==> config.mk <==
export PLATFORM = sky130hd
export DESIGN_NAME = bct_boost_regs
export DESIGN_NICKNAME = d
export VERILOG_FILES = /design/src/bct_sink_guard.v /design/src/bct_boost_regs.v
export VERILOG_INCLUDE_DIRS = /design/src
export SDC_FILE = /design/constraint.sdc
export NUM_CORES = 1
export LEC_CHECK = 0
export BUFFER_PORTS_ARGS = -buffer_cell sky130_fd_sc_hd__buf_2
export CAP_MARGIN = 20
export CORE_UTILIZATION = 42
export DETAILED_ROUTE_END_ITERATION = 8
export PLACE_DENSITY_LB_ADDON = 0.08
export SETUP_SLACK_MARGIN = 0.3
export SLEW_MARGIN = 10
export SYNTH_ARGS = -nofsm -noshare
export SYNTH_HDL_FRONTEND = slang
export SYNTH_SLANG_ARGS = --single-unit
export TNS_END_PERCENT = 50
==> constraint.sdc <==
create_clock -name pclk -period 2.4 [get_ports pclk]
set_input_delay 0 -clock pclk [delete_from_list [all_inputs] [get_ports pclk]]
set_output_delay 0 -clock pclk [all_outputs]
set_load 0.005 [all_outputs]
==> src/bct_defs.vh <==
// Constants for the boost control register bank: offsets, field positions, reset values.
// Assumes inclusion by bare name from the design files of this block.
`ifndef BCT_DEFS_VH
`define BCT_DEFS_VH
// Register indices (printed offsets); byte address is four times these
`define BCT_IDX_CTRL 8'h00
`define BCT_IDX_BOOST2 8'h22
`define BCT_IDX_SEL 8'h21
`define BCT_IDX_SINK 8'h30
// Field positions in boost_control_two
`define BCT_B_GAIN 0
`define BCT_B_ELEV 1
`define BCT_B_FBOV 2
`define BCT_B_COIL 3
`define BCT_B_GA 4
`define BCT_B_GB 5
`define BCT_B_GC 6
`define BCT_B_AUTO 7
// Control register field
`define BCT_B_BOOST_EN 3
// Reset values
`define BCT_RST_BOOST2 8'h0c
`define BCT_RST_CTRL 8'h00
`define BCT_RST_SEL 8'h00
`define BCT_RST_SINK 8'h00
// Feedback source codes
`define BCT_FB_PIN 2'h0
`define BCT_FB_A 2'h1
`define BCT_FB_B 2'h2
`define BCT_FB_C 2'h3
`endif

==> src/bct_sink_guard.v <==
// One high-voltage sink: overvoltage pull-down and auto-feedback eligibility.
// Assumes comparator input already synchronised by the caller.
module bct_sink_guard
(
  input wire pclk,
  input wire presetn,
  input wire guard_en,
  input wire boost_en,
  input wire over_v,
  input wire [1:0] mode,
  input wire on_pump,
  output reg pull_on,
  output wire eligible
);
  // ==========================================
  // Pull-down control
  always @(posedge pclk or negedge presetn)
  begin
    if (!presetn)
      pull_on <= 1'b0;
    else
      pull_on <= guard_en & boost_en & over_v;
  end

  assign eligible = (mode != 2'h0) & ~on_pump;
endmodule // bct_sink_guard

==> src/bct_boost_regs.v <==
// APB register bank for the boost converter settings and feedback selection.
// Assumes a single 50 MHz APB clock; comparator inputs are asynchronous.
// Assumes the analog side reads every configuration output as a static level.
`include "bct_defs.vh"

module bct_boost_regs
(
  input wire pclk,
  input wire presetn,
  input wire psel,
  input wire penable,
  input wire pwrite,
  input wire [11:0] paddr,
  input wire [31:0] pwdata,
  input wire [3:0] pstrb,
  output reg [31:0] prdata,
  output reg pready,
  output reg pslverr,
  input wire [2:0] sink_over_v,
  output reg boost_enable,
  output reg gain_select,
  output reg light_load_elevate,
  output reg feedback_overvoltage_guard,
  output reg coil_limit_reduce,
  output reg [2:0] sink_pulldown,
  output reg [1:0] fb_source,
  output reg fb_from_pin
);
  // ==========================================
  // Register storage
  localparam NUM_SINKS = 3;
  reg [7:0] ctrl;
  reg [7:0] boost2;
  reg [7:0] sel;
  reg [7:0] sink_cfg;
  wire [1:0] feedback_source_sel;
  wire auto_feedback_pick;
  wire [5:0] sink_mode_field;
  wire [2:0] sink_on_pump_flag;

  assign feedback_source_sel = sel[2:1];
  assign auto_feedback_pick = boost2[`BCT_B_AUTO];
  assign sink_mode_field = {sink_cfg[5:4], sink_cfg[3:2], sink_cfg[1:0]};
  // Sink a has no pump-connection bit in this model, so it never counts as on the pump
  assign sink_on_pump_flag = {sink_cfg[7], sink_cfg[6], 1'b0};

  // ==========================================
  // Pin synchronisers
  // Two flops per comparator: the pins move with no regard to pclk
  reg [2:0] ov_s1;
  reg [2:0] ov_s2;
  always @(posedge pclk or negedge presetn)
  begin
    if (!presetn)
    begin
      ov_s1 <= 3'h0;
      ov_s2 <= 3'h0;
    end
    else
    begin
      ov_s1 <= sink_over_v;
      ov_s2 <= ov_s1;
    end
  end

  // ==========================================
  // APB slave: zero wait states, unmapped address gives pslverr
  wire [9:0] widx;
  wire hit_ctrl;
  wire hit_b2;
  wire hit_sel;
  wire hit_sink;
  wire mapped;
  wire acc;
  assign widx = paddr[11:2];
  assign hit_ctrl = (widx == {2'h0, `BCT_IDX_CTRL});
  assign hit_b2 = (widx == {2'h0, `BCT_IDX_BOOST2});
  assign hit_sel = (widx == {2'h0, `BCT_IDX_SEL});
  assign hit_sink = (widx == {2'h0, `BCT_IDX_SINK});
  assign mapped = hit_ctrl | hit_b2 | hit_sel | hit_sink;
  assign acc = psel & penable & pready;

  // Writes land only at the access edge, and only with the low byte lane strobed
  wire wr_en;
  assign wr_en = acc & pwrite & pstrb[0];

  // Control register
  always @(posedge pclk or negedge presetn)
  begin
    if (!presetn)
      ctrl <= `BCT_RST_CTRL;
    else if (wr_en & hit_ctrl)
      ctrl <= pwdata[7:0];
  end

  // Boost settings register: all eight fields move together
  always @(posedge pclk or negedge presetn)
  begin
    if (!presetn)
      boost2 <= `BCT_RST_BOOST2;
    else if (wr_en & hit_b2)
      boost2 <= pwdata[7:0];
  end

  // Feedback select register
  always @(posedge pclk or negedge presetn)
  begin
    if (!presetn)
      sel <= `BCT_RST_SEL;
    else if (wr_en & hit_sel)
      sel <= pwdata[7:0];
  end

  // Sink configuration register
  always @(posedge pclk or negedge presetn)
  begin
    if (!presetn)
      sink_cfg <= `BCT_RST_SINK;
    else if (wr_en & hit_sink)
      sink_cfg <= pwdata[7:0];
  end

  reg [7:0] rmux;
  always @*
  begin
    rmux = 8'h00;
    if (hit_ctrl)
      rmux = ctrl;
    if (hit_b2)
      rmux = boost2;
    if (hit_sel)
      rmux = sel;
    if (hit_sink)
      rmux = sink_cfg;
  end

  // Ready is registered in setup so it is high in the first access cycle, and the access phase completes in one cycle
  reg next_pready;
  reg next_pslverr;
  reg [31:0] next_prdata;
  always @*
  begin
    next_pready = 1'b0;
    next_pslverr = 1'b0;
    next_prdata = 32'h0;
    if (psel & ~penable)
    begin
      next_pready = 1'b1;
      next_pslverr = ~mapped;
      if (~pwrite)
        next_prdata = {24'h0, rmux};
    end
  end

  always @(posedge pclk or negedge presetn)
  begin
    if (!presetn)
      pready <= 1'b0;
    else
      pready <= next_pready;
  end

  always @(posedge pclk or negedge presetn)
  begin
    if (!presetn)
      pslverr <= 1'b0;
    else
      pslverr <= next_pslverr;
  end

  always @(posedge pclk or negedge presetn)
  begin
    if (!presetn)
      prdata <= 32'h0;
    else
      prdata <= next_prdata;
  end

  // ==========================================
  // Per-sink guard and eligibility
  wire [2:0] eligible;
  wire [2:0] pd;
  genvar g;
  generate
    for (g = 0; g < NUM_SINKS; g = g + 1)
    begin : sinks
      bct_sink_guard bct_sink_guard_inst
      (
        .pclk(pclk),
        .presetn(presetn),
        .guard_en(boost2[`BCT_B_GA + g]),
        .boost_en(ctrl[`BCT_B_BOOST_EN]),
        .over_v(ov_s2[g]),
        .mode(sink_mode_field[2*g+1:2*g]),
        .on_pump(sink_on_pump_flag[g]),
        .pull_on(pd[g]),
        .eligible(eligible[g])
      );
    end
  endgenerate

  // ==========================================
  // Feedback source choice; auto takes lowest eligible sink, never the pin
  // Auto pick cannot tell whether a sink is dimmed by external PWM; software
  // must keep auto off then, or the loop may regulate on a chopped sink
  reg [1:0] next_fb;
  always @*
  begin
    next_fb = feedback_source_sel;
    if (auto_feedback_pick)
    begin
      if (eligible[0])
        next_fb = `BCT_FB_A;
      else if (eligible[1])
        next_fb = `BCT_FB_B;
      else if (eligible[2])
        next_fb = `BCT_FB_C;
      else
        next_fb = `BCT_FB_A; // Nothing eligible: hold a sink so the pin stays unused
    end
  end

  wire next_fb_pin;
  assign next_fb_pin = (next_fb == `BCT_FB_PIN);

  // ==========================================
  // Registered outputs; each pin comes straight from its own flip-flop
  // Reset values match the register defaults, so nothing steps on release
  always @(posedge pclk or negedge presetn)
  begin
    if (!presetn)
      boost_enable <= 1'b0;
    else
      boost_enable <= ctrl[`BCT_B_BOOST_EN];
  end

  always @(posedge pclk or negedge presetn)
  begin
    if (!presetn)
      gain_select <= 1'b0;
    else
      gain_select <= boost2[`BCT_B_GAIN];
  end

  always @(posedge pclk or negedge presetn)
  begin
    if (!presetn)
      light_load_elevate <= 1'b0;
    else
      light_load_elevate <= boost2[`BCT_B_ELEV];
  end

  always @(posedge pclk or negedge presetn)
  begin
    if (!presetn)
      feedback_overvoltage_guard <= 1'b1;
    else
      feedback_overvoltage_guard <= boost2[`BCT_B_FBOV];
  end

  always @(posedge pclk or negedge presetn)
  begin
    if (!presetn)
      coil_limit_reduce <= 1'b1;
    else
      coil_limit_reduce <= boost2[`BCT_B_COIL];
  end

  always @(posedge pclk or negedge presetn)
  begin
    if (!presetn)
      sink_pulldown <= 3'h0;
    else
      sink_pulldown <= pd;
  end

  always @(posedge pclk or negedge presetn)
  begin
    if (!presetn)
      fb_source <= `BCT_FB_PIN;
    else
      fb_source <= next_fb;
  end

  always @(posedge pclk or negedge presetn)
  begin
    if (!presetn)
      fb_from_pin <= 1'b1;
    else
      fb_from_pin <= next_fb_pin;
  end
endmodule // bct_boost_regs

Yosys cells after proc, flatten, opt, wreduce, memory -nomap -nowiden
Index checks and enable logic that the tools add are counted.
{ "totals": {"ramBits": 0, "output_inout_bits": 45, "latchBits": 0, "reg_bits": 86, "word_cells": 64, "romBits": 0, "in_bits": 56, "mem_count": 0} }
{ "classes": {"add_sub_neg": 0, "div_mod_pow": 0, "bitwise_logic": 24, "order_cmp": 0, "shift": 0, "n_eq_ne": 3, "n_reduce_logical": 5, "multipliers": 0, "muxes": 12} }
{ "op_table": {"columns": ["cell", "count"], "rows": [
  ["$mux 8", 6],
  ["$eq 10x6->1 const B", 3],
  ["$and 1x1->1", 17],
  ["$logic_not 10->1", 1],
  ["$mux 2", 4],
  ["$reduce_bool 2->1", 3],
  ["$not 1->1", 4],
  ["$or 1x1->1", 3],
  ["$logic_not 2->1", 1],
  ["$mux 1", 2]
]} }

Depth between registers and ports, before layout
{ "depth": {"ltp_word": 7, "mapped_depth": 5} }

By module
Synthesis repeated with hierarchy kept, for this count alone.
{ "unflattened": {"cells_unflattened": 213, "area_unflattened_um2": 2812.7} }
{ "modules_own_cells": {"columns": ["mod", "area_per_inst_um2", "cells_each", "seq_area_each_um2", "n_inst"], "rows": [
  ["bct_boost_regs", 2688.8, 204, 1482.7, 1],
  ["bct_sink_guard", 41.3, 3, 25.0, 3]
]} }

Worst setup path after synthesis
OpenSTA, ideal clock, no wires.
{ "synth_path": {"path_type": "reg2reg", "from": "register pready", "to": "register ctrl[0]", "slack_ps": 669, "arrival_ps": 1606, "setup_ps": 125, "path_stages_with_launch": 4, "synth_period_minus_slack_ps": 1731, "cell_sequence": "dfrtp_1 -> nand4_1 -> nor4_4 -> mux2_2"} }
{ "synth_via": {"elab_chain_cells": 4} }
{ "synth_lines": {"columns": ["item", "line", "source"], "rows": [
  ["start, declared", "bct_boost_regs.v:17", "output reg pready,"],
  ["start signal, assigned", "bct_boost_regs.v:160", "pready <= next_pready;"],
  ["$and 1x1->1", "bct_boost_regs.v:81", "assign acc = psel & penable & pready;"],
  ["$and 1x1->1 (2 in a row)", "bct_boost_regs.v:85", "assign wr_en = acc & pwrite & pstrb[0];"],
  ["$and 1x1->1", "bct_boost_regs.v:92", "else if (wr_en & hit_ctrl)"],
  ["end signal, assigned", "bct_boost_regs.v:91", "ctrl <= `BCT_RST_CTRL;"],
  ["end signal, assigned", "bct_boost_regs.v:93", "ctrl <= pwdata[7:0];"],
  ["end, declared", "bct_boost_regs.v:32", "reg [7:0] ctrl;"]
]} }
Every way passes these cells.
A chain may end at the register's enable or synchronous reset.

Worst setup path after layout
{ "layout_path": {"from": "register pready", "to": "register ctrl[6]"} }
The elaborated chain is that of the path after synthesis.

==> out/results.ini <==
[detailed_routing]
finalWirelength_um=5706
drc=0
via_count=1832
drtIter0Drc=116
via_per_inst=5.075
final_antenna_net_count=0
wl_per_cell_um=15.81
first_pass_iters=4

[worst_setup_path]
cp_max_fo=5
cp.arrival_ns=2.07
critical-path-slowest-cell=nor4_4
crit_path_max_incr_delay_ns=0.43
start_kind=register
cp-end-kind=register
crit_required_ns=2.62
critPathKind=reg -> reg
worstPathCellList=nand4_1, nor4_4, buf_4, mux2_2

[pwr]
share_seq_of_total_power_pct=48.7
p_sw_share_pct=22.31
p_int_uw=1681
clkPwrFrac_pct=45.4
p_switching_uw=482.7
combPwrFrac_pct=5.8
p_per_area_nw_per_um2=635.4
vdd.ir_drop.worst_uv=410.7
leakage_uw=0.001698

[run_status]
status=complete, no violations

[global_route]
track_usage_pct=17.68
antenna_found_initial=0
overflow=0
grt_max_degree=63
grt_pass1_wl_um=9225
grt_pass1_vias=1765

[logic_synthesis]
yosys_warnings=0
syn_area_um2=2794
yosysUniqueCellTypes=30
ys_ff_latch=62
synthTopCellsByArea=dfrtp_1 (51%), mux2_2 (12%), buf_4 (6.7%)
yosysSeqAreaShare_pct=55.75
synthDominantCellAreaShare_pct=51.05
synthCells=211
yosys.area.top_type=dfrtp_1
avgSynthCellArea_um2=13.24

[cells_and_area]
final_cell_mix=dfrtp_1 (57), buf_2 (47), mux2_2 (30)
area.growth.synth_to_final_pct=21.85
fin_area_um2=3405
antenna_cells=0
final_common_cell=dfrtp_1
fin_cells=361
nets=335
drive_gt1_share_pct=45.77
fillers=566

[clocking]
clock_sinks=62
cts_buffers=9
htreeDepth=3
cts_tree=done
cts.path.max_buffers=2
clk_pin_slew_ns=0.07
clk_latency_ns=0.34
cts-root-buf=clkbuf_8

[job]
timing.max_cap.violations=0

[placement]
gp_congestion=0.7746
placed_area_um2=3050
dp_hpwl_um=3636
io_buffers=47
dp_cells=331
dp_slack_ns=0.4194

[sta]
fin_skew_ns=0.009588
fmax_mhz=538.8
rsz0062_at_grt=false
tightest_slew_ns=0.7700
finalHoldViolations=0
setup_viol=0
timing.setup.tns_ns=0
fin_crit_sh_pct=77.33
slew_violations=0
min_period_ns=1.856
slew_headroom_pct=48.67
setup_slack_ns=0.5441

[die]
core_um2=6386
initial_core_util_pct=43.75
dieArea_um2=6982
ioPinCount=101
fp-row-count=29
die_width_um=83.56
die_y_um=83.56

[min_path]
hold_path.class=in -> reg

==> layer usage <==
layer	GRT usage [%]	wire, um	vias to the layer above
met5	0	0	-
met4	8.012	82	0
met3	4.451	286	10
met2	25.72	2684	65
met1	24.89	2652	901
li1	-	-	856
==> final timing paths <==
kind	startpoint	endpoint	slack, ns	depth (start not counted)
setup / recovery	pready	ctrl[6]	0.54	4
hold / removal	paddr[8]	prdata[2]	0.04	3
setup reg to reg	pready	ctrl[6]	0.54	4
hold reg to reg	ov_s1[2]	ov_s2[2]	0.35	0
max in group asynchronous	presetn	prdata[4]	1.53	3
min in group asynchronous	presetn	ctrl[2]	0.36	3
==> stage by stage <==
step	total power [uW]	util (%)	hold WS, ns
after floorplan	1148	-	-0.2956
after global placement	1183	47.77	0.1084
after detailed placement	1183	47.77	0.1093
after CTS	2189	53.31	0.01740
after global routing	2260	53.31	0.03570
final	2163	53.31	0.03814
==> sequential cells by signal (all words and copies together), names as in the netlist, 2 cells and up <==
name                               count
ov_s2                                  3
ov_s1                                  3
sink_pulldown                          3
sinks.bct_sink_guard_inst.pull_on      3
fb_source                              2
sink_cfg                               8
prdata                                 8
boost2                                 8
sel                                    8
ctrl                                   8
==> kinds of logic (layout without fill, tap and decap cells) <==
family          Yosys count  count (layout)  share of synthesized area [%]
other cells               1              24                         0.1342
mux                      32              32                          12.90
buf+inv                  36              86                          8.195
compound gates           29              29                          7.390
flops                    62              62                          55.75
simple gates             50              50                          15.32
xor+xnor                  1               1                         0.3135
==> repair_timing <==
action	in CTS	in global routing
hold buffers	14	0
buffers inserted	0	0
hold endpoints to repair	94	0
setup endpoints to repair	0	0
gates resized for setup	0	0
==> cell type report <==
cell class              instances  area [um^2]  share of cell area [%]
repair buffers                 70        442.9                   13.01
well taps                      77        96.34                   2.830
clock inverters                 6        86.33                   2.536
clock buffers                  10        127.6                   3.749
flip-flops and latches         62         1558                   45.76
multi-input cells             136         1094                   32.12
==> cell usage after synthesis <==
| master | number |
|---|---|
| o211ai_1 | 1 |
| a21boi_0 | 1 |
| xor2_1 | 1 |
| mux2_2 | 30 |
| and3_1 | 3 |
| o21a_1 | 1 |
| buf_1 | 2 |
| or4_1 | 2 |
| clkbuf_1 | 9 |
| o21ai_0 | 1 |
| nand4_1 | 1 |
| o311ai_0 | 1 |
| or4bb_1 | 2 |
| nor4b_1 | 1 |
| nor2b_1 | 1 |
| or3b_2 | 10 |
| mux2_1 | 2 |
| nor4_4 | 5 |
| dfrtp_1 | 57 |
| or2_2 | 1 |
| nand3b_1 | 8 |
| nor3_1 | 3 |
| a21oi_1 | 16 |
| nand2b_1 | 3 |
| nand4bb_1 | 1 |
| o221a_2 | 8 |
| nand3_1 | 9 |
| dfstp_2 | 5 |
| conb_1 | 1 |
| buf_4 | 25 |
==> power by group through the flow <==
stage	sequential [uW]	combinational, uW	clock, uW
floorplan	1070	73.7	0
global placement	1070	109	0
detailed placement	1070	109	0
CTS	1050	127	1010
global route	1050	142	1060
finish	1050	126	982
==> worst max-delay path, delay by kind of cell, from the launching register on <==
| family | cells | cell delay, ns |
|---|---|---|
| buf+inv | 1 | 0.22 |
| flops | 1 | 0.35 |
| mux | 1 | 0.34 |
| simple gates | 2 | 0.82 |
(Power assumes the default switching activity.)
